$ cat src/hw/sync_serial_cfg.svh
`ifndef SYNC_SERIAL_CFG_SVH
`define SYNC_SERIAL_CFG_SVH

`define ADDR_TXSC   8'h00
`define ADDR_RXSC   8'h04
`define ADDR_BAUD   8'h08
`define ADDR_DIVLO  8'h0C
`define ADDR_DIVHI  8'h10
`define ADDR_TXDATA 8'h14
`define ADDR_RXDATA 8'h18
`define ADDR_EVENT  8'h1C

`define TXSC_MCS  7
`define TXSC_TX9  6
`define TXSC_TRANSMIT_ENABLE 5
`define TXSC_SYNC 4
`define TXSC_HS   2
`define TXSC_IDLE 1
`define TXSC_TRANSMIT_NINTH_BIT 0

`define RXSC_SERIAL_PORT_ENABLE 7
`define RXSC_RX9  6
`define RXSC_SINGLE_RECEIVE_ENABLE 5
`define RXSC_CONTINUOUS_RECEIVE_ENABLE 4
`define RXSC_OVERRUN_ERROR_FLAG 1
`define RXSC_RECEIVED_NINTH_BIT 0

`define BAUD_POL  4
`define BAUD_WIDE 3

`define EV_RCF 0
`define EV_TXF 1
`define EV_RIE 4
`define EV_TIE 5
`define EV_PIE 6
`define EV_GIE 7

`define RST_BIT  1'b0
`define RST_BYTE 8'h00
`define BITS_NARROW 4'h8
`define BITS_WIDE   4'h9

`endif

$ cat src/hw/sync_serial_pkg.sv
package sync_serial_pkg;
	typedef enum logic {
		PH_LEAD_WAIT  = 1'b0,
		PH_TRAIL_WAIT = 1'b1
	} phase_t;
	typedef logic [8:0] char_t;
endpackage

$ cat src/hw/rx_fifo_if.sv
`timescale 1ns/1ps
interface rx_fifo_if;
	import sync_serial_pkg::*;
	logic  push;
	char_t wdata;
	logic  pop;
	logic  clr;
	logic  full;
	logic  empty;
	char_t top;
	modport owner (output push, wdata, pop, clr, input full, empty, top);
	modport store (input push, wdata, pop, clr, output full, empty, top);
endinterface

$ cat src/hw/rx_char_fifo.sv
`timescale 1ns/1ps
module rx_char_fifo
	import sync_serial_pkg::*;
#(
	parameter int DEPTH = 2
) (
	// clock and reset
	input wire logic hclk,
	input wire logic hresetn,
	// queue
	rx_fifo_if.store fq
);
	localparam int PW = (DEPTH < 2) ? 1 : $clog2(DEPTH);

	if (DEPTH < 2) begin : g_bad_depth
		$error("rx_char_fifo needs DEPTH of at least 2");
	end

	char_t           mem [DEPTH];
	logic [PW-1:0]   wp_r;
	logic [PW-1:0]   rp_r;
	logic [PW:0]     cnt_r;
	logic            do_push;
	logic            do_pop;

	function automatic logic [PW-1:0] step(input logic [PW-1:0] p);
		return (p == PW'(DEPTH - 1)) ? '0 : p + 1'b1;
	endfunction

	assign fq.full  = (cnt_r == (PW+1)'(DEPTH));
	assign fq.empty = (cnt_r == '0);
	assign fq.top   = mem[rp_r];
	assign do_push  = fq.push & !fq.full;
	assign do_pop   = fq.pop & !fq.empty;

	always_ff @(posedge hclk) begin
		if (do_push && !fq.clr) begin
			mem[wp_r] <= fq.wdata;
		end
	end

	always_ff @(posedge hclk or negedge hresetn) begin
		if (!hresetn) begin
			wp_r  <= '0;
			rp_r  <= '0;
			cnt_r <= '0;
		end else if (fq.clr) begin
			wp_r  <= '0;
			rp_r  <= '0;
			cnt_r <= '0;
		end else begin
			if (do_push) begin
				wp_r <= step(wp_r);
			end
			if (do_pop) begin
				rp_r <= step(rp_r);
			end
			cnt_r <= cnt_r + (PW+1)'(do_push) - (PW+1)'(do_pop);
		end
	end
endmodule

$ cat src/hw/sync_serial_port.sv
`timescale 1ns/1ps
`include "sync_serial_cfg.svh"
// Behaviour
// - receive enables start clocks and shifting
// - receive flag set; request only if enabled
// - overrun cleared by continuous-off or port-off
// - no clock source means external clock slave
// - slave transmits unless a receive enable
// - port enable on with sync set activates, off is inactive
// - first character goes straight to shifter
// - second waits, transmit flag stays clear
// - refill shifter, then transmit flag set
// - transmit flag wakes; vector needs global
// - single receive (master only): one character, self-clears
// - two-deep buffer; third sets overrun, stops
// - data changes leading, one bit per clock
// - polarity sets idle level and change edge
module sync_serial_port
	import sync_serial_pkg::*;
#(
	parameter int RX_DEPTH = 2
) (
	// clock and reset
	input  wire logic        hclk,
	input  wire logic        hresetn,
	// register bus
	input  wire logic        hsel,
	input  wire logic [31:0] haddr,
	input  wire logic [1:0]  htrans,
	input  wire logic        hwrite,
	input  wire logic [2:0]  hsize,
	input  wire logic [31:0] hwdata,
	input  wire logic        hready,
	output logic             hreadyout,
	output logic             hresp,
	output logic [31:0]      hrdata,
	// data pin
	input  wire logic        serial_data_in,
	output logic             serial_data_out,
	output logic             serial_data_oe,
	// clock pin
	input  wire logic        serial_clock_in,
	output logic             serial_clock_out,
	output logic             serial_clock_oe,
	// events towards the core
	output logic             wake_req,
	output logic             irq_req
);
	if (RX_DEPTH != 2) begin : g_bad_depth
		$error("sync_serial_port serves a receive depth of 2 only");
	end

	rx_fifo_if fq ();

	logic        wr_pend_r, rd_pend_r, ap_valid, wr_en;
	logic [7:0]  addr_r, wb, rd_byte;
	logic [31:0] hrdata_r;
	logic        mcs_r, tx9sel_r, transmit_enable_r, sync_r, hs_r, transmit_ninth_bit_r;
	logic        serial_port_enable_r, rx9_r, single_receive_enable_r, continuous_receive_enable_r, clock_polarity_select_r, wide_r;
	logic        rie_r, tie_r, pie_r, gie_r;
	logic [7:0]  div_lo_r, div_hi_r;
	logic        w_txsc, w_rxsc, w_txd, continuous_receive_enable_fall;
	logic        port_on, rx_mode, tx_mode, rx_active, run_m, tick;
	logic [15:0] brg_cnt_r, divisor;
	phase_t      ph_r;
	logic        m_lead, m_trail, s_lead, s_trail, lead_evt, trail_evt;
	logic        ck_s1, ck_s2, ck_s3, dt_s1, dt_s2, ck_out_r;
	logic [8:0]  txbuf_r, tsr_r, rsr_r, rsr_nxt;
	logic        txbuf_full_r, tx_load, lead_seen_r, dt_out_r, tsr_busy;
	logic [3:0]  tsr_cnt_r, rx_cnt_r, rx_bits;
	logic        rx_done, rx_done_r, overrun_error_flag_r, receive_complete_flag, transmit_buffer_empty_flag;

	function automatic logic hit(input logic [7:0] a, input logic [7:0] r);
		return a == r;
	endfunction

	// bus slave: writes land in the data phase, reads take one wait state
	// so that a read never sees a register one write behind
	assign ap_valid  = hsel & hready & htrans[1];
	assign wr_en     = wr_pend_r;
	assign wb        = hwdata[7:0];
	assign hreadyout = !rd_pend_r;
	assign hresp     = 1'b0;
	assign hrdata    = hrdata_r;

	always_ff @(posedge hclk or negedge hresetn) begin
		if (!hresetn) begin
			wr_pend_r <= `RST_BIT;
			rd_pend_r <= `RST_BIT;
			addr_r    <= `RST_BYTE;
		end else begin
			wr_pend_r <= ap_valid & hwrite;
			rd_pend_r <= ap_valid & !hwrite;
			if (ap_valid) begin
				addr_r <= haddr[7:0];
			end
		end
	end

	always_ff @(posedge hclk or negedge hresetn) begin
		if (!hresetn) begin
			hrdata_r <= 32'h00000000;
		end else if (rd_pend_r) begin
			hrdata_r <= {24'h000000, rd_byte};
		end
	end

	assign w_txsc    = wr_en & hit(addr_r, `ADDR_TXSC);
	assign w_rxsc    = wr_en & hit(addr_r, `ADDR_RXSC);
	assign w_txd     = wr_en & hit(addr_r, `ADDR_TXDATA);
	assign continuous_receive_enable_fall = w_rxsc & continuous_receive_enable_r & !wb[`RXSC_CONTINUOUS_RECEIVE_ENABLE];

	always_ff @(posedge hclk or negedge hresetn) begin
		if (!hresetn) begin
			mcs_r    <= `RST_BIT;
			tx9sel_r <= `RST_BIT;
			transmit_enable_r   <= `RST_BIT;
			sync_r   <= `RST_BIT;
			hs_r     <= `RST_BIT;
			transmit_ninth_bit_r   <= `RST_BIT;
			serial_port_enable_r   <= `RST_BIT;
			rx9_r    <= `RST_BIT;
			single_receive_enable_r   <= `RST_BIT;
			continuous_receive_enable_r   <= `RST_BIT;
			clock_polarity_select_r   <= `RST_BIT;
			wide_r   <= `RST_BIT;
			div_lo_r <= `RST_BYTE;
			div_hi_r <= `RST_BYTE;
			rie_r    <= `RST_BIT;
			tie_r    <= `RST_BIT;
			pie_r    <= `RST_BIT;
			gie_r    <= `RST_BIT;
		end else begin
			if (w_txsc) begin
				mcs_r    <= wb[`TXSC_MCS];
				tx9sel_r <= wb[`TXSC_TX9];
				transmit_enable_r   <= wb[`TXSC_TRANSMIT_ENABLE];
				sync_r   <= wb[`TXSC_SYNC];
				hs_r     <= wb[`TXSC_HS];
				transmit_ninth_bit_r   <= wb[`TXSC_TRANSMIT_NINTH_BIT];
			end
			if (w_rxsc) begin
				serial_port_enable_r <= wb[`RXSC_SERIAL_PORT_ENABLE];
				rx9_r  <= wb[`RXSC_RX9];
				single_receive_enable_r <= wb[`RXSC_SINGLE_RECEIVE_ENABLE];
				continuous_receive_enable_r <= wb[`RXSC_CONTINUOUS_RECEIVE_ENABLE];
			end else if (rx_done && mcs_r) begin
				single_receive_enable_r <= 1'b0;
			end
			if (wr_en && hit(addr_r, `ADDR_BAUD)) begin
				clock_polarity_select_r <= wb[`BAUD_POL];
				wide_r <= wb[`BAUD_WIDE];
			end
			if (wr_en && hit(addr_r, `ADDR_DIVLO)) begin
				div_lo_r <= wb;
			end
			if (wr_en && hit(addr_r, `ADDR_DIVHI)) begin
				div_hi_r <= wb;
			end
			if (wr_en && hit(addr_r, `ADDR_EVENT)) begin
				rie_r <= wb[`EV_RIE];
				tie_r <= wb[`EV_TIE];
				pie_r <= wb[`EV_PIE];
				gie_r <= wb[`EV_GIE];
			end
		end
	end

	always_comb begin
		rd_byte = 8'h00;
		if (hit(addr_r, `ADDR_TXSC)) begin
			rd_byte[`TXSC_MCS]  = mcs_r;
			rd_byte[`TXSC_TX9]  = tx9sel_r;
			rd_byte[`TXSC_TRANSMIT_ENABLE] = transmit_enable_r;
			rd_byte[`TXSC_SYNC] = sync_r;
			rd_byte[`TXSC_HS]   = hs_r;
			rd_byte[`TXSC_IDLE] = !tsr_busy;
			rd_byte[`TXSC_TRANSMIT_NINTH_BIT] = transmit_ninth_bit_r;
		end else if (hit(addr_r, `ADDR_RXSC)) begin
			rd_byte[`RXSC_SERIAL_PORT_ENABLE] = serial_port_enable_r;
			rd_byte[`RXSC_RX9]  = rx9_r;
			rd_byte[`RXSC_SINGLE_RECEIVE_ENABLE] = single_receive_enable_r;
			rd_byte[`RXSC_CONTINUOUS_RECEIVE_ENABLE] = continuous_receive_enable_r;
			rd_byte[`RXSC_OVERRUN_ERROR_FLAG] = overrun_error_flag_r;
			rd_byte[`RXSC_RECEIVED_NINTH_BIT] = fq.top[8] & !fq.empty;
		end else if (hit(addr_r, `ADDR_BAUD)) begin
			rd_byte[`BAUD_POL]  = clock_polarity_select_r;
			rd_byte[`BAUD_WIDE] = wide_r;
		end else if (hit(addr_r, `ADDR_DIVLO)) begin
			rd_byte = div_lo_r;
		end else if (hit(addr_r, `ADDR_DIVHI)) begin
			rd_byte = div_hi_r;
		end else if (hit(addr_r, `ADDR_RXDATA)) begin
			// queue memory has no reset, so an empty queue reads zero
			rd_byte = fq.empty ? 8'h00 : fq.top[7:0];
		end else if (hit(addr_r, `ADDR_EVENT)) begin
			rd_byte[`EV_RCF] = receive_complete_flag;
			rd_byte[`EV_TXF] = transmit_buffer_empty_flag;
			rd_byte[`EV_RIE] = rie_r;
			rd_byte[`EV_TIE] = tie_r;
			rd_byte[`EV_PIE] = pie_r;
			rd_byte[`EV_GIE] = gie_r;
		end
	end

	// modes; asynchronous framing is not built, so sync clear keeps it idle
	assign port_on   = serial_port_enable_r & sync_r;
	assign rx_mode   = single_receive_enable_r | continuous_receive_enable_r;
	assign tx_mode   = transmit_enable_r & !rx_mode;
	assign rx_active = port_on & rx_mode & !overrun_error_flag_r;

	// bit clock: one half period per divisor match
	assign divisor = wide_r ? {div_hi_r, div_lo_r} : {8'h00, div_lo_r};
	// rx_done_r pauses a cycle so a zero divisor cannot add a stray edge
	assign run_m = port_on & mcs_r & !rx_done_r & (rx_active | (tx_mode & tsr_busy));
	assign tick  = run_m & (brg_cnt_r == divisor);

	always_ff @(posedge hclk or negedge hresetn) begin
		if (!hresetn) begin
			brg_cnt_r <= 16'h0000;
		end else if (!run_m || tick) begin
			brg_cnt_r <= 16'h0000;
		end else begin
			brg_cnt_r <= brg_cnt_r + 16'h0001;
		end
	end

	always_ff @(posedge hclk or negedge hresetn) begin
		if (!hresetn) begin
			ph_r <= PH_LEAD_WAIT;
		end else if (!run_m) begin
			ph_r <= PH_LEAD_WAIT;
		end else if (tick) begin
			case (ph_r)
				PH_LEAD_WAIT:  ph_r <= PH_TRAIL_WAIT;
				PH_TRAIL_WAIT: ph_r <= PH_LEAD_WAIT;
				default:       ph_r <= PH_LEAD_WAIT;
			endcase
		end
	end

	assign m_lead  = tick & (ph_r == PH_LEAD_WAIT);
	assign m_trail = tick & (ph_r == PH_TRAIL_WAIT);

	always_ff @(posedge hclk or negedge hresetn) begin
		if (!hresetn) begin
			ck_s1 <= 1'b0;
			ck_s2 <= 1'b0;
			ck_s3 <= 1'b0;
			dt_s1 <= 1'b0;
			dt_s2 <= 1'b0;
		end else begin
			ck_s1 <= serial_clock_in;
			ck_s2 <= ck_s1;
			ck_s3 <= ck_s2;
			dt_s1 <= serial_data_in;
			dt_s2 <= dt_s1;
		end
	end

	// idle-high clock leads with a fall, idle-low with a rise
	assign s_lead    = clock_polarity_select_r ? (!ck_s2 & ck_s3) : (ck_s2 & !ck_s3);
	assign s_trail   = clock_polarity_select_r ? (ck_s2 & !ck_s3) : (!ck_s2 & ck_s3);
	assign lead_evt  = port_on & (mcs_r ? m_lead : s_lead);
	assign trail_evt = port_on & (mcs_r ? m_trail : s_trail);

	always_ff @(posedge hclk or negedge hresetn) begin
		if (!hresetn) begin
			ck_out_r <= 1'b0;
		end else begin
			ck_out_r <= clock_polarity_select_r ^ (ph_r == PH_TRAIL_WAIT);
		end
	end

	assign serial_clock_out = ck_out_r;
	assign serial_clock_oe  = port_on & mcs_r;
	assign serial_data_out  = dt_out_r;
	assign serial_data_oe   = port_on & tx_mode;

	// transmit: one buffered character behind the shifter
	assign tsr_busy = (tsr_cnt_r != 4'h0);
	assign tx_load  = txbuf_full_r & !tsr_busy & tx_mode & port_on;
	assign transmit_buffer_empty_flag     = !txbuf_full_r;

	always_ff @(posedge hclk or negedge hresetn) begin
		if (!hresetn) begin
			txbuf_r      <= 9'h000;
			txbuf_full_r <= 1'b0;
		end else if (!serial_port_enable_r) begin
			txbuf_full_r <= 1'b0;
		end else if (w_txd) begin
			txbuf_r      <= {transmit_ninth_bit_r, wb};
			txbuf_full_r <= 1'b1;
		end else if (tx_load) begin
			txbuf_full_r <= 1'b0;
		end
	end

	always_ff @(posedge hclk or negedge hresetn) begin
		if (!hresetn) begin
			tsr_r       <= 9'h000;
			tsr_cnt_r   <= 4'h0;
			lead_seen_r <= 1'b0;
			dt_out_r    <= 1'b0;
		end else if (!serial_port_enable_r) begin
			tsr_cnt_r   <= 4'h0;
			lead_seen_r <= 1'b0;
			dt_out_r    <= 1'b0;
		end else if (tx_load) begin
			tsr_r       <= txbuf_r;
			tsr_cnt_r   <= tx9sel_r ? `BITS_WIDE : `BITS_NARROW;
			lead_seen_r <= 1'b0;
		end else if (lead_evt && tsr_busy && tx_mode) begin
			dt_out_r    <= tsr_r[0];
			tsr_r       <= {1'b0, tsr_r[8:1]};
			lead_seen_r <= 1'b1;
		end else if (trail_evt && tsr_busy && lead_seen_r) begin
			tsr_cnt_r   <= tsr_cnt_r - 4'h1;
			lead_seen_r <= 1'b0;
		end
	end

	// receive: sample on the trailing edge, lsb first
	assign rx_bits = rx9_r ? `BITS_WIDE : `BITS_NARROW;
	assign rsr_nxt = {dt_s2, rsr_r[8:1]};
	assign rx_done = rx_active & trail_evt & (rx_cnt_r == rx_bits - 4'h1);

	always_ff @(posedge hclk or negedge hresetn) begin
		if (!hresetn) begin
			rsr_r     <= 9'h000;
			rx_cnt_r  <= 4'h0;
			rx_done_r <= 1'b0;
		end else begin
			rx_done_r <= rx_done;
			if (!rx_active) begin
				rx_cnt_r <= 4'h0; // partial character discarded
			end else if (trail_evt) begin
				rsr_r    <= rsr_nxt;
				rx_cnt_r <= rx_done ? 4'h0 : rx_cnt_r + 4'h1;
			end
		end
	end

	assign fq.push  = rx_done & !fq.full;
	assign fq.wdata = rx9_r ? rsr_nxt : {1'b0, rsr_nxt[8:1]};
	assign fq.pop   = rd_pend_r & hit(addr_r, `ADDR_RXDATA) & !fq.empty;
	assign fq.clr   = !serial_port_enable_r;

	always_ff @(posedge hclk or negedge hresetn) begin
		if (!hresetn) begin
			overrun_error_flag_r <= 1'b0;
		end else if (rx_done && fq.full) begin
			overrun_error_flag_r <= 1'b1;
		end else if (!serial_port_enable_r || continuous_receive_enable_fall || (fq.pop && !continuous_receive_enable_r)) begin
			overrun_error_flag_r <= 1'b0;
		end
	end

	rx_char_fifo #(
		.DEPTH (RX_DEPTH)
	) u_fifo (
		.hclk    (hclk),
		.hresetn (hresetn),
		.fq      (fq.store)
	);

	assign receive_complete_flag     = !fq.empty;
	assign wake_req = pie_r & ((rie_r & receive_complete_flag) | (tie_r & transmit_buffer_empty_flag));
	assign irq_req  = wake_req & gie_r;
endmodule

$ cat config.mk
export PLATFORM = sky130hd
export DESIGN_NAME = sync_serial_port
export DESIGN_NICKNAME = d
export VERILOG_FILES = /design/src/hw/sync_serial_pkg.sv /design/src/hw/rx_fifo_if.sv /design/src/hw/rx_char_fifo.sv /design/src/hw/sync_serial_port.sv
export VERILOG_INCLUDE_DIRS = /design/src /design/src/hw
export SDC_FILE = /design/constraint.sdc
export NUM_CORES = 1
export LEC_CHECK = 0
export ABC_AREA = 1
export BUFFER_PORTS_ARGS = -buffer_cell sky130_fd_sc_hd__buf_4
export CAP_MARGIN = 5
export CORE_MARGIN = 3
export CORE_UTILIZATION = 55
export DETAILED_ROUTE_END_ITERATION = 7
export PLACE_DENSITY_LB_ADDON = 0.15
export SLEW_MARGIN = 20
export SYNTH_ARGS = -nofsm -noshare
export SYNTH_HDL_FRONTEND = slang
export SYNTH_SLANG_ARGS = --single-unit
$ cat constraint.sdc
create_clock -name hclk -period 2.7 [get_ports hclk]
set_input_delay 0.27 -clock hclk [delete_from_list [all_inputs] [get_ports hclk]]
set_output_delay 0.27 -clock hclk [all_outputs]
set_load 0.05 [all_outputs]
; After elaboration in Yosys (flattened, before gate mapping)
; Memory sizes are Yosys's and may differ from the RTL's.
; Cells that the tools add are included.
[totals]
regBits = 117
ram_bits = 18
inputBits = 76
output_inout_bits = 40
elab_cells = 219
memories = 1
[mem_list]
columns = memory, words, width, read_ports, rd_ports_with_merged_regs, write_ports, line
row1 = u_fifo.mem, 2, 9, 1, 0, 1, rx_char_fifo.sv:19  ; char_t mem [DEPTH];
[classes]
add_sub_neg = 8
n_eq_ne = 20
muxes = 61
bitwise = 45
reduce_logical = 41
[ops]
columns = cell, n
row1 = 4-bit 2-to-1 mux, 11
row2 = 1-bit AND, 40
row3 = 8-bit by 5-bit equality test with 1-bit output (second input constant), 4
row4 = 16-bit 2-to-1 mux, 2
row5 = 1-bit 2-to-1 mux, 31
row6 = 9-bit 2-to-1 mux, 3
row7 = 8-bit 2-to-1 mux, 3
row8 = 16-bit by 1-bit adder with 16-bit output (second input constant), 1
row9 = 16-bit equality test, 1
row10 = 8-bit by 4-bit equality test with 1-bit output (second input constant), 2
row11 = 1-bit logical NOT, 15
row12 = 2-bit 2-to-1 mux, 7
row13 = 1-bit logical AND, 12
row14 = 2-bit by 1-bit != test with 1-bit output (second input constant), 5
row15 = 2-bit AND reduction, 5
row16 = 3-bit 2-to-1 mux, 3
row17 = 8-bit by 3-bit equality test with 1-bit output (second input constant), 1
row18 = 8-bit logical NOT, 1
row19 = 4-bit by 1-bit subtractor with 4-bit output (second input constant), 2
row20 = 3-bit by 1-bit != test with 1-bit output (second input constant), 2
row21 = 2-bit nonzero test, 3
row22 = 4-bit by 1-bit adder with 4-bit output (second input constant), 1
row23 = 4-bit equality test, 1
row24 = 4-bit by 1-bit != test with 1-bit output (second input constant), 1
row25 = other kinds (13), 18

; Longest topological paths before layout
; Gate-level depths: netlist (run 1).
[logic_depth]
word_depth = 17
depth_mapped = 14

; Cells and area by module
; Synthesis (run 1) repeated with hierarchy kept, for this count alone.
[hier_totals]
hier_cells = 799
hier_area_um2 = 6586.3
[by_module_without_submodules]
columns = mod, instances, cells_per_inst, area_each_um2, seq_area_each_um2
row1 = sync_serial_port, 1, 717, 5677.9, 2802.7
row2 = rx_char_fifo, 1, 82, 908.4, 640.6

; Least setup slack after synthesis (run 1)
; No wires, ideal clock.
[synth_path]
kind = register -> output
start = reg txbuf_full_r
end = out irq_req
arrival_ps = 2502
slack_ps = -72
path_stages_with_launch = 6
path_buffers = 1
path_cell_list = dfrtp_1 -> inv_1 -> clkbuf_1 -> nand2_1 -> a21boi_0 -> and2_1
[synth_between]
elab_chain_cells = 5
[synth_lines]
columns = element, line
row1 = from (decl), sync_serial_port.sv:69  ; logic txbuf_full_r, tx_load, lead_seen_r, dt_out_r, tsr_busy;
row2 = from (signal assigned), sync_serial_port.sv:288  ; txbuf_full_r <= 1'b0;
row3 = from (signal assigned), sync_serial_port.sv:290  ; txbuf_full_r <= 1'b0;
row4 = from (signal assigned), sync_serial_port.sv:293  ; txbuf_full_r <= 1'b1;
row5 = 1-bit logical NOT, sync_serial_port.sv:283  ; assign transmit_buffer_empty_flag = !txbuf_full_r;
row6 = 1-bit AND, sync_serial_port.sv:368  ; assign wake_req = pie_r & ((rie_r & receive_complete_flag) | (tie_r & transmit_buffer_empty_flag));
row7 = 1-bit bitwise OR, sync_serial_port.sv:368
row8 = 1-bit AND, sync_serial_port.sv:368
row9 = named net wake_req, sync_serial_port.sv:46  ; output logic wake_req,
row10 = 1-bit AND, sync_serial_port.sv:369  ; assign irq_req = wake_req & gie_r;
row11 = to (decl), sync_serial_port.sv:47  ; output logic irq_req
; The timed path passes the listed nets, and every way through them passes these cells.

; Worst setup path after layout (run 1)
[layout_path]
start = reg wide_r
end = mem u_fifo.mem[1][4] (netlist bit), enable pin
[layout_between]
elab_chain_cells = 13
[layout_lines]
columns = element, line
row1 = from (decl), sync_serial_port.sv:59  ; logic serial_port_enable_r, rx9_r, single_receive_enable_r, continuous_receive_enable_r, clock_polarity_select ...
row2 = from (signal assigned), sync_serial_port.sv:126  ; wide_r <= `RST_BIT;
row3 = from (signal assigned), sync_serial_port.sv:152  ; wide_r <= wb[`BAUD_WIDE];
row4 = 16-bit 2-to-1 mux, sync_serial_port.sv:213  ; assign divisor = wide_r ? {div_hi_r, div_lo_r} : {8'h00, div_lo_r};
row5 = 16-bit equality test, sync_serial_port.sv:216  ; assign tick = run_m & (brg_cnt_r == divisor);
row6 = 1-bit AND, sync_serial_port.sv:216
row7 = 1-bit AND, sync_serial_port.sv:243  ; assign m_trail = tick & (ph_r == PH_TRAIL_WAIT);
row8 = 1-bit 2-to-1 mux, sync_serial_port.sv:265  ; assign trail_evt = port_on & (mcs_r ? m_trail : s_trail);
row9 = 1-bit AND, sync_serial_port.sv:265
row10 = 1-bit AND (2 in a row), sync_serial_port.sv:326  ; assign rx_done = rx_active & trail_evt & (rx_cnt_r == rx_bits - 4'h1);
row11 = 1-bit AND, sync_serial_port.sv:344  ; assign fq.push = rx_done & !fq.full;
row12 = 1-bit AND, rx_char_fifo.sv:33  ; assign do_push = fq.push & !fq.full;
row13 = 1-bit logical AND, rx_char_fifo.sv:37  ; if (do_push && !fq.clr) begin
row14 = 1-bit 2-to-1 mux, rx_char_fifo.sv:37
row15 = 1-bit 2-to-1 mux (implied by the code), rx_char_fifo.sv:38  ; mem[wp_r] <= fq.wdata;
row16 = to (decl), rx_char_fifo.sv:19
; No other way between the ends.

==> results of run 1 <==
==> repair_timing <==
| item | CTS | global route |
|---|---|---|
| hold buffers | 4 | 0 |
| gates resized for setup | 0 | 1 |
| endpoints found under the setup margin | 0 | 21 |
| hold endpoints to repair | 10 | 0 |
==> cell usage after synthesis, drive strengths merged, types with 3 or more instances <==
cell type / instances
nand2: 200
dfrtp: 116
inv: 95
nor2: 83
o21ai: 81
buf: 34
nand3: 34
nor3: 25
a21oi: 20
edfxtp: 18
clkbuf: 10
nor4: 8
nand4: 7
ha: 6
mux2: 6
xor2: 6
o2111ai: 4
or2: 4
xnor2: 4
mux2i: 3
o21bai: 3
o22ai: 3
==> worst max-delay path by stage <==
stage,from,endpoint,slack (ns),depth (start not counted)
global placement,wide_r$_DFFE_PN0P_,u_fifo.mem[1][0]$_DFFE_PP_,0.30,11
CTS,wide_r$_DFFE_PN0P_,u_fifo.mem[1][2]$_DFFE_PP_,0.19,11
global route,wide_r$_DFFE_PN0P_,tsr_r[7]$_DFFE_PN0P_,0.17,12
detailed placement,wide_r$_DFFE_PN0P_,u_fifo.mem[1][0]$_DFFE_PP_,0.22,11
floorplan,serial_port_enable_r$_DFFE_PN0P_,u_fifo.mem[0][0]$_DFFE_PP_,-0.04,9
finish,wide_r$_DFFE_PN0P_,u_fifo.mem[1][4]$_DFFE_PP_,0.39,11
==> metal layers <==
metal | vias to the layer above | GRT usage | routed length [um]
met2 | 188 | 0.400 | 7470
li1 | 2595 | - | -
met5 | - | 0 | 0
met4 | 0 | 0.0967 | 294
met1 | 2488 | 0.319 | 6350
met3 | 26 | 0.0606 | 1040
==> sequential cells by signal, summed over array words and instances (netlist names), 2 cells and up <==
signal,cells
div_lo_r,8
hrdata,8
rx_cnt_r,4
brg_cnt_r,16
tsr_cnt_r,4
tsr_r,9
txbuf_r,9
div_hi_r,8
rsr_r,8
u_fifo.cnt_r,2
u_fifo.mem,18
addr_r,8
==> critical path: cells and delay by family (launching register included) <==
family | cells | cell delay [ns]
AND/OR/NAND/NOR | 10 | 1.22
flip-flops | 1 | 0.56
buffers and inverters | 1 | 0.22
==> final cells by class <==
cell class / instances / area [sq um] / share of cell area
Sequential cell: 134 / 3440 / 0.451
Timing Repair Buffer: 52 / 400 / 0.0525
Inverter: 96 / 362 / 0.0474
Clock inverter: 13 / 185 / 0.0243
Tap cell: 143 / 179 / 0.0234
Multi-Input combinational cell: 535 / 2630 / 0.345
Clock buffer: 19 / 433 / 0.0567
==> stage by stage <==
stage,power (mW),hold WS [ns],util
floorplan,2.90,-0.0256,-
global placement,3.11,0.0578,0.601
detailed placement,3.15,0.0600,0.601
CTS,5.60,0.0620,0.657
global route,5.80,0.0659,0.657
finish,5.56,0.0757,0.657
==> report_power, final <==
part / internal (mW) / switching (mW) / total, mW
Clock: 1.61 / 0.826 / 2.44
Combinational: 0.261 / 0.584 / 0.845
Sequential: 2.16 / 0.114 / 2.28
==> cell families after synthesis <==
logic type | synth area share
xor+xnor | 0.0132
simple gates | 0.239
fa+ha+maj | 0.0113
mux | 0.0147
compound gates | 0.104
flops | 0.519
other cells | 0.000565
buf+inv | 0.0982
==> metrics.txt, run 1 <==
# TYPE chip_impl_metric gauge
chip_impl_metric{name="fraction_of_synthesis_flops_using_an_asynchronous_set_or_reset_pin",unit=""} 0.866
chip_impl_info{name="layout_commonest_cell",value="nand2_1"} 1
chip_impl_metric{name="ir_worst_vdd",unit="mV"} 0.447
chip_impl_metric{name="final_cell_area",unit="sq um"} 7630
chip_impl_metric{name="ports_placed_on_the_boundary",unit=""} 116
chip_impl_info{name="synth_area_leader_cell",value="dfrtp_1"} 1
chip_impl_metric{name="place.detailed.hpwl",unit="um"} 11000
chip_impl_metric{name="synth_largest_type_area_fraction",unit=""} 0.437
chip_impl_metric{name="start_util",unit=""} 0.571
chip_impl_metric{name="grt_max_degree",unit=""} 65
chip_impl_info{name="outcome",value="finished, final reports clean"} 1
chip_impl_metric{name="fraction_of_the_yosys_area_taken_by_sequential_cells",unit=""} 0.519
chip_impl_metric{name="first_iter_violations",unit=""} 360
chip_impl_metric{name="placed_cells",unit=""} 956
chip_impl_info{name="cp_common_cell",value="nand2_1"} 1
chip_impl_metric{name="wire_per_inst",unit="um"} 15.3
chip_impl_metric{name="cts_num_sinks",unit=""} 134
chip_impl_metric{name="port-buffer-count",unit=""} 38
chip_impl_metric{name="detailedRoute.firstPassIterationCount",unit=""} 5
chip_impl_metric{name="die_height",unit="um"} 116
chip_impl_metric{name="vias_in_the_first_global_route",unit=""} 5143
chip_impl_info{name="critPathSlowestCell",value="dfrtp_2"} 1
chip_impl_metric{name="timing.slew.headroom",unit=""} 0.453
chip_impl_metric{name="timing.final.ws_setup",unit="ns"} 0.393
chip_impl_metric{name="synth_enable_flop_cells",unit=""} 18
chip_impl_metric{name="grt_util_all_layers",unit=""} 0.246
chip_impl_metric{name="power-per-cell-area",unit="nW/um^2"} 729
chip_impl_metric{name="n_antenna_cell",unit=""} 0
chip_impl_metric{name="row_count",unit=""} 39
chip_impl_info{name="min_from",value="haddr[0]"} 1
chip_impl_metric{name="clock_tree.htree_level_count",unit=""} 4
chip_impl_info{name="hold_end",value="addr_r[0]$_DFFE_PN0P_"} 1
chip_impl_metric{name="place_area",unit="sq um"} 6970
chip_impl_info{name="timing.rr.start",value="wide_r$_DFFE_PN0P_"} 1
chip_impl_metric{name="cts-root-to-sink-buffers",unit=""} 2
chip_impl_metric{name="cts_clk_pin_slew_worst_paths",unit="ns"} 0.06
chip_impl_metric{name="tritoncts_buffers",unit=""} 17
chip_impl_metric{name="final.min_clock_period",unit="ns"} 2.31
chip_impl_metric{name="synth_cell_types",unit=""} 48
chip_impl_info{name="synth_top_flop_cell",value="dfrtp_1"} 1
chip_impl_metric{name="clk-insertion-delay-late",unit="ns"} 0.43
chip_impl_metric{name="timing_max_transition_violations_final",unit=""} 0
chip_impl_metric{name="placeableCoreArea",unit="sq um"} 11600
chip_impl_metric{name="wire_length_of_the_first_global_routing_pass",unit="um"} 25100
chip_impl_metric{name="place_ws",unit="ns"} 0.217
chip_impl_info{name="worstSetupEndpointType",value="flip-flop"} 1
chip_impl_metric{name="ant_nets",unit=""} 0
chip_impl_metric{name="finalCritPeriodShare",unit=""} 0.854
chip_impl_metric{name="buffers_inserted_by_post_cts_timing_repair",unit=""} 0
chip_impl_info{name="synth.top_cells.by_area",value="dfrtp_1 (44%), nand2_1 (11%), edfxtp_1 (8.1%), o21ai_0 (5.4%), inv_1 (5.1%)"} 1
chip_impl_info{name="cts_root_buf",value="clkbuf_16"} 1
chip_impl_metric{name="fill_cells",unit=""} 975
chip_impl_metric{name="final.setup_skew",unit="ns"} 0.00728
chip_impl_metric{name="postSynthRegisterBits",unit=""} 134
chip_impl_info{name="worst_hold_path_type",value="primary input to flip-flop"} 1
chip_impl_metric{name="fp.dieArea",unit="sq um"} 13400
chip_impl_metric{name="required",unit="ns"} 2.83
chip_impl_metric{name="worstMarginPinSlew",unit="ns"} 0.821
chip_impl_metric{name="fraction_of_layout_cells_with_a_size_suffix_above_1",unit=""} 0.137
chip_impl_metric{name="maxCapViolations",unit=""} 0
chip_impl_metric{name="synth.yosys.warnings",unit=""} 0
chip_impl_metric{name="finalSetupViolCount",unit=""} 0
chip_impl_metric{name="r2r_cells",unit=""} 11
chip_impl_info{name="setup_repair_after_global_routing_missed_its_margin",value="no"} 1
chip_impl_info{name="timing.critical_path.cells",value="nand2_1 -> nand2_1 -> nand2_1 -> nor2_1 -> nand2_1 -> nor2_2 -> nand4_2 -> nand2_4 -> nand4_2 -> nor3_1 -> buf_4"} 1
chip_impl_info{name="final_cell_mix",value="nand2_1 (193), dfrtp_1 (115), inv_1 (91)"} 1
chip_impl_metric{name="drc_errors",unit=""} 0
chip_impl_info{name="cts_tree",value="built"} 1
chip_impl_metric{name="worst_hold_path.num_cells",unit=""} 2
chip_impl_metric{name="timing_hold_violations_final",unit=""} 0
chip_impl_metric{name="path_max_fanout",unit=""} 18
chip_impl_metric{name="layout.cells.non_filler",unit=""} 992
chip_impl_info{name="terminus_of_the_critical_flop_to_flop_path",value="u_fifo.mem[1][4]$_DFFE_PP_"} 1
chip_impl_metric{name="cp.arrival",unit="ns"} 2.44
chip_impl_metric{name="gp_congestion",unit=""} 0.908
chip_impl_metric{name="syn_area_per_cell",unit="sq um"} 8.45
chip_impl_metric{name="syn_inst",unit=""} 785
chip_impl_metric{name="leakagePower",unit="nW"} 3.77
chip_impl_metric{name="globalRoute.totalOverflow",unit=""} 0
chip_impl_metric{name="detail_route.wirelength",unit="um"} 15100
chip_impl_metric{name="layout-area-overhead-vs-synth",unit="%"} 15.0
chip_impl_metric{name="maximum_operating_frequency",unit="GHz"} 0.434
chip_impl_metric{name="post_drt_via_cell_ratio",unit=""} 5.34
chip_impl_metric{name="critical_path.max_stage_delay",unit="ns"} 0.56
chip_impl_metric{name="finish.net_count",unit=""} 918
chip_impl_metric{name="grt_antenna_before_repair",unit=""} 0
chip_impl_metric{name="mapped_area",unit="sq um"} 6640
chip_impl_info{name="critical_path.startpoint_type",value="flip-flop"} 1
chip_impl_metric{name="detailroute.via_count",unit=""} 5297
chip_impl_info{name="ws_path_type",value="flip-flop to flip-flop"} 1
chip_impl_metric{name="die_w",unit="um"} 116
chip_impl_metric{name="fin_setup_tns",unit="ns"} 0
chip_impl_metric{name="ff2ff_setup_slack",unit="ns"} 0.39
(Power assumes the default switching activity.)
==> run 2, diff against run 1 <==
--- a/config.mk
+++ b/config.mk
@@ -6,7 +6,7 @@
 export SDC_FILE = /design/constraint.sdc
 export NUM_CORES = 1
 export LEC_CHECK = 0
-export ABC_AREA = 1
+export ABC_AREA = 0
 export BUFFER_PORTS_ARGS = -buffer_cell sky130_fd_sc_hd__buf_4
 export CAP_MARGIN = 5
 export CORE_MARGIN = 3
==> run 2 against run 1 <==
Sequential power increased by 2%; critical path depth decreased by 4; combinational power decreased by 9.2%; synthesized cell count decreased by 23%; maximum frequency decreased by 7.7%; total power decreased by 3.8%; setup slack got worse by 0.19 ns; non-clock buffer count increased by 9; sequential share of layout area decreased by 1.0 points; critical path type unchanged; critical endpoint is now u_fifo.mem[0][6]$_DFFE_PP_; highest routed layer unchanged.
==> metrics.txt, run 2 <==
# TYPE chip_impl_metric gauge
chip_impl_info{name="outcome",value="finished, final reports clean"} 1
chip_impl_metric{name="power-per-cell-area",unit="nW/um^2"} 685
chip_impl_info{name="setup_repair_after_global_routing_missed_its_margin",value="no"} 1
chip_impl_metric{name="maximum_operating_frequency",unit="GHz"} 0.400
chip_impl_metric{name="grt_antenna_before_repair",unit=""} 0
chip_impl_info{name="synth.top_cells.by_area",value="dfrtp_1 (43%), mux2_2 (10%), edfxtp_1 (8.0%), buf_4 (3.0%), nor2_1 (3.0%)"} 1
chip_impl_metric{name="syn_inst",unit=""} 606
chip_impl_metric{name="grt_max_degree",unit=""} 117
chip_impl_metric{name="met3_wirelength",unit="um"} 772
chip_impl_metric{name="layout.core_utilization",unit=""} 0.667
chip_impl_info{name="yosysMostFrequentCell",value="dfrtp_1"} 1
chip_impl_metric{name="final.setup_skew",unit="ns"} 0.0142
chip_impl_metric{name="postSynthRegisterBits",unit=""} 134
chip_impl_metric{name="finalCritPeriodShare",unit=""} 0.926
chip_impl_metric{name="fraction_of_synthesis_flops_using_an_asynchronous_set_or_reset_pin",unit=""} 0.866
chip_impl_info{name="layout_commonest_cell",value="dfrtp_1"} 1
chip_impl_metric{name="vias_in_the_first_global_route",unit=""} 4711
chip_impl_metric{name="placeableCoreArea",unit="sq um"} 11700
chip_impl_metric{name="ports_placed_on_the_boundary",unit=""} 116
chip_impl_info{name="cts_tree",value="built"} 1
chip_impl_metric{name="grt_util_all_layers",unit=""} 0.233
chip_impl_metric{name="worstMarginPinSlew",unit="ns"} 0.652
chip_impl_metric{name="detail_route.wirelength",unit="um"} 14700
chip_impl_metric{name="detailedRoute.firstPassIterationCount",unit=""} 6
chip_impl_metric{name="finalSetupViolCount",unit=""} 0
chip_impl_metric{name="timing_max_transition_violations_final",unit=""} 0
chip_impl_metric{name="clk-insertion-delay-late",unit="ns"} 0.43
chip_impl_metric{name="final.min_clock_period",unit="ns"} 2.50
chip_impl_metric{name="worst_hold_path.num_cells",unit=""} 2
chip_impl_metric{name="wl_met2",unit="um"} 6930
chip_impl_metric{name="die_w",unit="um"} 117
chip_impl_metric{name="first_iter_violations",unit=""} 479
chip_impl_info{name="layout_top_registers",value="u_fifo.mem (18), brg_cnt_r (16)"} 1
chip_impl_info{name="timing.rr.start",value="brg_cnt_r[7]$_DFF_PN0_"} 1
chip_impl_info{name="largest_register",value="u_fifo.mem"} 1
chip_impl_metric{name="die_height",unit="um"} 117
chip_impl_info{name="terminus_of_the_critical_flop_to_flop_path",value="u_fifo.mem[0][6]$_DFFE_PP_"} 1
chip_impl_metric{name="fraction_of_the_yosys_area_taken_by_sequential_cells",unit=""} 0.509
chip_impl_metric{name="gp_congestion",unit=""} 0.873
chip_impl_metric{name="timing_hold_violations_final",unit=""} 0
chip_impl_metric{name="tritoncts_buffers",unit=""} 17
chip_impl_metric{name="required",unit="ns"} 2.83
chip_impl_metric{name="mapped_area",unit="sq um"} 6760
chip_impl_info{name="hold_end",value="addr_r[4]$_DFFE_PN0P_"} 1
chip_impl_metric{name="maxCapViolations",unit=""} 0
chip_impl_metric{name="ir_worst_vdd",unit="mV"} 0.463
chip_impl_metric{name="synth.yosys.warnings",unit=""} 0
chip_impl_info{name="ws_path_type",value="flip-flop to flip-flop"} 1
chip_impl_info{name="worstSetupEndpointType",value="flip-flop"} 1
chip_impl_metric{name="finish.net_count",unit=""} 746
chip_impl_metric{name="syn_area_per_cell",unit="sq um"} 11.2
chip_impl_metric{name="largest_register_ffs",unit=""} 18
chip_impl_metric{name="synth_largest_type_area_fraction",unit=""} 0.429
chip_impl_metric{name="ff2ff_setup_slack",unit="ns"} 0.20
chip_impl_metric{name="leakagePower",unit="nW"} 3.50
chip_impl_metric{name="place.detailed.hpwl",unit="um"} 10300
chip_impl_metric{name="synth_enable_flop_cells",unit=""} 18
chip_impl_metric{name="timing.slew.headroom",unit=""} 0.565
chip_impl_metric{name="detailroute.via_count",unit=""} 4754
chip_impl_info{name="synth_top_flop_cell",value="dfrtp_1"} 1
chip_impl_metric{name="cp.arrival",unit="ns"} 2.63
chip_impl_metric{name="design_power",unit="mW"} 5.35
chip_impl_info{name="min_from",value="haddr[4]"} 1
chip_impl_metric{name="final_cell_area",unit="sq um"} 7810
chip_impl_info{name="top_layer_used",value="met4"} 1
chip_impl_metric{name="routedLengthMet1",unit="um"} 6650
chip_impl_metric{name="fin_setup_tns",unit="ns"} 0
chip_impl_metric{name="port-buffer-count",unit=""} 38
chip_impl_info{name="synth_area_leader_cell",value="dfrtp_1"} 1
chip_impl_metric{name="buffers_inserted_by_post_cts_timing_repair",unit=""} 0
chip_impl_metric{name="drc_errors",unit=""} 0
chip_impl_metric{name="synth_cell_types",unit=""} 70
chip_impl_metric{name="wire_length_of_the_first_global_routing_pass",unit="um"} 24100
chip_impl_metric{name="wire_per_inst",unit="um"} 17.9
chip_impl_info{name="worst_hold_path_type",value="primary input to flip-flop"} 1
chip_impl_info{name="cts_root_buf",value="clkbuf_16"} 1
chip_impl_info{name="final_cell_mix",value="dfrtp_1 (116), mux2_2 (62), buf_4 (56)"} 1
chip_impl_metric{name="ant_nets",unit=""} 0
chip_impl_metric{name="fp.dieArea",unit="sq um"} 13700
chip_impl_info{name="critical_path.startpoint_type",value="flip-flop"} 1
chip_impl_info{name="synth.top_cells.by_count",value="dfrtp_1 (116), mux2_2 (62), nor2_1 (54), nand2_1 (34)"} 1
chip_impl_metric{name="cts-root-to-sink-buffers",unit=""} 2
chip_impl_metric{name="start_util",unit=""} 0.577
chip_impl_metric{name="post_drt_via_cell_ratio",unit=""} 5.80
chip_impl_metric{name="row_count",unit=""} 39
chip_impl_metric{name="path_max_fanout",unit=""} 9
chip_impl_metric{name="fraction_of_layout_cells_with_a_size_suffix_above_1",unit=""} 0.257
chip_impl_metric{name="layout-area-overhead-vs-synth",unit="%"} 15.5
chip_impl_metric{name="globalRoute.totalOverflow",unit=""} 0
chip_impl_metric{name="clock_tree.htree_level_count",unit=""} 4
chip_impl_metric{name="fill_cells",unit=""} 892
chip_impl_metric{name="place_area",unit="sq um"} 7200
chip_impl_metric{name="cts_clk_pin_slew_worst_paths",unit="ns"} 0.05
chip_impl_metric{name="n_antenna_cell",unit=""} 0
chip_impl_metric{name="cts_num_sinks",unit=""} 134
chip_impl_metric{name="r2r_cells",unit=""} 7
## run 2: report_power, final
group | switching [mW] | internal [mW]
combinational | 0.475 | 0.292
sequential | 0.145 | 2.19
clock | 0.835 | 1.42
## run 2: area by class of cell
cell class	count	area, sq um	area share
clock buffers	22	474	0.0607
inverters	25	93.8	0.0120
multi-input cells	425	3040	0.389
repair buffers	61	480	0.0615
clock inverters	9	101	0.0130
flip-flops and latches	134	3440	0.441
well taps	143	179	0.0229
## run 2: stage by stage
stage          instances  setup slack, ns  hold WS, ns
5_1_grt              819          0.00459       0.0699
3_3_place_gp         784            0.258        0.335
6_report             819            0.200       0.0723
4_1_cts              819            0.166       0.0631
3_5_place_dp         784            0.174        0.337
2_1_floorplan        630          -0.0396      -0.0256
## run 2: metal layers
| metal | vias to the layer above | GRT usage |
|---|---|---|
| li1 | 2248 | - |
| met1 | 2318 | 0.318 |
| met2 | 156 | 0.361 |
| met3 | 32 | 0.0555 |
| met4 | 0 | 0.0948 |
| met5 | - | 0 |
## run 2: cells by family after synthesis
family                   synth area share
AO/OA/AOI/OAI                      0.0964
XOR/XNOR                           0.0402
adder cells (fa/ha/maj)            0.0111
buffers and inverters              0.0553
flip-flops                          0.509
multiplexers                        0.131
other                            0.000555
AND/OR/NAND/NOR                     0.156
## run 2: how the worst max path moves through the flow
stage,from,endpoint,slack [ns],depth (start not counted)
2_1_floorplan,mcs_r$_DFFE_PN0P_,u_fifo.mem[1][0]$_DFFE_PP_,-0.04,6
3_3_place_gp,brg_cnt_r[7]$_DFF_PN0_,u_fifo.mem[0][2]$_DFFE_PP_,0.26,7
3_5_place_dp,brg_cnt_r[7]$_DFF_PN0_,u_fifo.mem[0][7]$_DFFE_PP_,0.17,7
4_1_cts,brg_cnt_r[7]$_DFF_PN0_,u_fifo.mem[0][7]$_DFFE_PP_,0.17,7
5_1_grt,wide_r$_DFFE_PN0P_,u_fifo.mem[1][7]$_DFFE_PP_,0.005,7
6_report,brg_cnt_r[7]$_DFF_PN0_,u_fifo.mem[0][6]$_DFFE_PP_,0.20,7
## run 2: worst max-delay path: stages, from the launching register on
cell and delay (ns):
dfrtp_1 0.43, xor2_1 0.17, nor4_2 0.35, o211ai_2 0.26, nor4_4 0.43, o211ai_1 0.22, nor2_1 0.14, buf_4 0.20
## run 2: what timing repair did
item | in CTS | in global routing
hold endpoints to repair | 119 | 0
setup endpoints to repair | 0 | 0
hold buffers | 4 | 0
resized for setup | 0 | 0
==> run 3, diff against run 2 <==
--- a/config.mk
+++ b/config.mk
@@ -10,7 +10,7 @@
 export BUFFER_PORTS_ARGS = -buffer_cell sky130_fd_sc_hd__buf_4
 export CAP_MARGIN = 5
 export CORE_MARGIN = 3
-export CORE_UTILIZATION = 55
+export CORE_UTILIZATION = 35
 export DETAILED_ROUTE_END_ITERATION = 7
 export PLACE_DENSITY_LB_ADDON = 0.15
 export SLEW_MARGIN = 20
==> run 3 against run 2 <==
Wire length up 9.4%; critical endpoint is now tsr_cnt_r[1]$_DFFE_PN0P_; clock-buffer cell count decreased by 5; via count decreased by 0.63%.
==> metrics.txt, run 3 (synthesized netlist as in run 2, its figures left out) <==
# TYPE chip_impl_metric gauge
chip_impl_metric{name="grt_antenna_before_repair",unit=""} 0
chip_impl_metric{name="ff2ff_setup_slack",unit="ns"} 0.25
chip_impl_info{name="critPathSlowestCell",value="dfrtp_1"} 1
chip_impl_metric{name="final.hold.worst_slack",unit="ns"} 0.0816
chip_impl_metric{name="wire_per_inst",unit="um"} 17.0
chip_impl_metric{name="worstMarginPinSlew",unit="ns"} 0.683
chip_impl_metric{name="worst_hold_path.num_cells",unit=""} 2
chip_impl_metric{name="wire_length_of_the_first_global_routing_pass",unit="um"} 26300
chip_impl_metric{name="grt_util_all_layers",unit=""} 0.157
chip_impl_metric{name="die_w",unit="um"} 145
chip_impl_metric{name="clock_tree.htree_level_count",unit=""} 4
chip_impl_metric{name="cts-root-to-sink-buffers",unit=""} 2
chip_impl_info{name="cts_tree",value="built"} 1
chip_impl_info{name="terminus_of_the_critical_flop_to_flop_path",value="tsr_cnt_r[1]$_DFFE_PN0P_"} 1
chip_impl_metric{name="placeableCoreArea",unit="sq um"} 18800
chip_impl_metric{name="power-per-cell-area",unit="nW/um^2"} 684
chip_impl_metric{name="row_count",unit=""} 50
chip_impl_info{name="cts_root_buf",value="clkbuf_16"} 1
chip_impl_metric{name="timing.slew.headroom",unit=""} 0.544
chip_impl_metric{name="detailroute.via_count",unit=""} 4724
chip_impl_metric{name="largest_register_ffs",unit=""} 18
chip_impl_metric{name="port-buffer-count",unit=""} 38
chip_impl_metric{name="globalRoute.totalOverflow",unit=""} 0
chip_impl_info{name="layout_top_registers",value="u_fifo.mem (18), brg_cnt_r (16)"} 1
chip_impl_info{name="hold_end",value="addr_r[1]$_DFFE_PN0P_"} 1
chip_impl_metric{name="final.setup_skew",unit="ns"} 0.0161
chip_impl_metric{name="timing.final.ws_setup",unit="ns"} 0.253
chip_impl_metric{name="post_drt_via_cell_ratio",unit=""} 4.98
chip_impl_info{name="worst_hold_path_type",value="primary input to flip-flop"} 1
chip_impl_info{name="final_cell_mix",value="dfrtp_1 (116), buf_4 (67), mux2_2 (62)"} 1
chip_impl_metric{name="finalSetupViolCount",unit=""} 0
chip_impl_metric{name="path_max_fanout",unit=""} 8
chip_impl_metric{name="detailedRoute.firstPassIterationCount",unit=""} 5
chip_impl_metric{name="required",unit="ns"} 3.01
chip_impl_metric{name="r2r_cells",unit=""} 7
chip_impl_info{name="critical_path.startpoint_type",value="flip-flop"} 1
chip_impl_metric{name="place.detailed.hpwl",unit="um"} 11900
chip_impl_info{name="largest_register",value="u_fifo.mem"} 1
chip_impl_metric{name="critical_path.max_stage_delay",unit="ns"} 0.44
chip_impl_metric{name="timing_max_transition_violations_final",unit=""} 0
chip_impl_info{name="timing.rr.start",value="div_lo_r[4]$_DFFE_PN0P_"} 1
chip_impl_metric{name="cts_num_sinks",unit=""} 134
chip_impl_metric{name="fp.dieArea",unit="sq um"} 21000
chip_impl_metric{name="timing_hold_violations_final",unit=""} 0
chip_impl_info{name="ws_path_type",value="flip-flop to flip-flop"} 1
chip_impl_metric{name="finalCritPeriodShare",unit=""} 0.906
chip_impl_metric{name="clk-insertion-delay-late",unit="ns"} 0.42
chip_impl_metric{name="cp.arrival",unit="ns"} 2.76
chip_impl_info{name="min_from",value="haddr[1]"} 1
chip_impl_metric{name="first_iter_violations",unit=""} 165
chip_impl_metric{name="place_ws",unit="ns"} 0.188
chip_impl_metric{name="maxCapViolations",unit=""} 0
chip_impl_metric{name="start_util",unit=""} 0.359
chip_impl_metric{name="fraction_of_layout_cells_with_a_size_suffix_above_1",unit=""} 0.275
chip_impl_metric{name="drc_errors",unit=""} 0
chip_impl_metric{name="vias_in_the_first_global_route",unit=""} 4791
chip_impl_metric{name="finish.net_count",unit=""} 757
chip_impl_metric{name="layout-area-overhead-vs-synth",unit="%"} 19.6
chip_impl_info{name="layout_commonest_cell",value="dfrtp_1"} 1
chip_impl_info{name="worstSetupEndpointType",value="flip-flop"} 1
chip_impl_metric{name="final.min_clock_period",unit="ns"} 2.45
chip_impl_metric{name="n_antenna_cell",unit=""} 0
chip_impl_metric{name="cts_clk_pin_slew_worst_paths",unit="ns"} 0.06
chip_impl_metric{name="fin_setup_tns",unit="ns"} 0
chip_impl_metric{name="ports_placed_on_the_boundary",unit=""} 116
chip_impl_info{name="outcome",value="finished, final reports clean"} 1
chip_impl_metric{name="tritoncts_buffers",unit=""} 17
chip_impl_info{name="setup_repair_after_global_routing_missed_its_margin",value="no"} 1
chip_impl_metric{name="fill_cells",unit=""} 1769
chip_impl_metric{name="detail_route.wirelength",unit="um"} 16100
chip_impl_metric{name="leakagePower",unit="nW"} 3.57
chip_impl_metric{name="grt_max_degree",unit=""} 53
chip_impl_metric{name="die_height",unit="um"} 145
chip_impl_metric{name="ant_nets",unit=""} 0
chip_impl_metric{name="ir_worst_vdd",unit="mV"} 0.393
chip_impl_metric{name="critical_path_buf_inv_count",unit=""} 1
chip_impl_metric{name="gp_congestion",unit=""} 0.828
chip_impl_info{name="timing.critical_path.cells",value="xor2_1 -> nor4_2 -> o211ai_2 -> nor4_4 -> buf_4 -> a21o_1 -> mux2_2"} 1
chip_impl_info{name="critical_path.top_delay_family",value="simple AND/OR/NAND/NOR gates"} 1
chip_impl_metric{name="maximum_operating_frequency",unit="GHz"} 0.409
run 3: cell types whose count changed in the layout (fill, tap and decap cells not counted):
cell / delta
bufinv_16: +1
clkinv_4: +4
clkinv_2: -5
clkbuf_1: -2
buf_4: +11
clkbuf_8: -3
a21oi_1: -1
a21oi_2: +1
inv_6: +6
run 3: worst max path at each step:
stage / startpoint / end / slack, ns / cells past startpoint
after global placement: div_lo_r[4]$_DFFE_PN0P_ / u_fifo.mem[1][2]$_DFFE_PP_ / 0.23 / 7
after global routing: tsr_cnt_r[0]$_DFFE_PN0P_ / u_fifo.cnt_r[1]$_DFF_PN0_ / 0.02 / 11
after CTS: div_hi_r[3]$_DFFE_PN0P_ / u_fifo.cnt_r[1]$_DFF_PN0_ / 0.17 / 9
final: div_lo_r[4]$_DFFE_PN0P_ / tsr_cnt_r[1]$_DFFE_PN0P_ / 0.25 / 7
after floorplan: mcs_r$_DFFE_PN0P_ / u_fifo.mem[1][0]$_DFFE_PP_ / -0.04 / 6
after detailed placement: div_hi_r[3]$_DFFE_PN0P_ / u_fifo.cnt_r[1]$_DFF_PN0_ / 0.19 / 9
run 3: cell type report:
type                            instances  area [sq um]  share of cell area
Clock inverter                         15           194              0.0240
Multi-Input combinational cell        425          3040               0.376
Sequential cell                       134          3440               0.426
Clock buffer                           17           425              0.0526
Tap cell                              260           325              0.0402
Timing Repair Buffer                   72           563              0.0696
Inverter                               25          93.8              0.0116
run 3: worst reg2reg max path: stages (launching register included):
cell	delay [ns]
dfrtp_1	0.44
xor2_1	0.19
nor4_2	0.32
o211ai_2	0.25
nor4_4	0.37
buf_4	0.24
a21o_1	0.19
mux2_2	0.34
run 3: power by group:
part	internal (mW)	total (mW)	switching (mW)
registers	2.18	2.32	0.139
logic	0.307	0.784	0.477
clock network	1.48	2.43	0.949
run 3: per-layer routing:
metal / part of all wire / GRT usage
met2: 0.49 / 0.254
met1: 0.47 / 0.213
met5: 0 / 0
met4: 0.011 / 0.0385
met3: 0.026 / 0.0365
run 3: stage by stage:
step	cells	area (sq um)	utilization	total power, mW
after detailed placement	912	7420	0.394	3.15
final	948	8090	0.430	5.53
after CTS	948	8080	0.429	5.60
after global placement	912	7420	0.394	3.13
after global routing	948	8090	0.430	5.76
after floorplan	630	6850	-	2.89
run 3: what timing repair did:
item,4_1_cts,5_1_grt
setup buffers,0,0
setup endpoints to repair,0,1
hold buffers,4,0
gates resized for setup,0,1
endpoints found under the hold margin,53,0
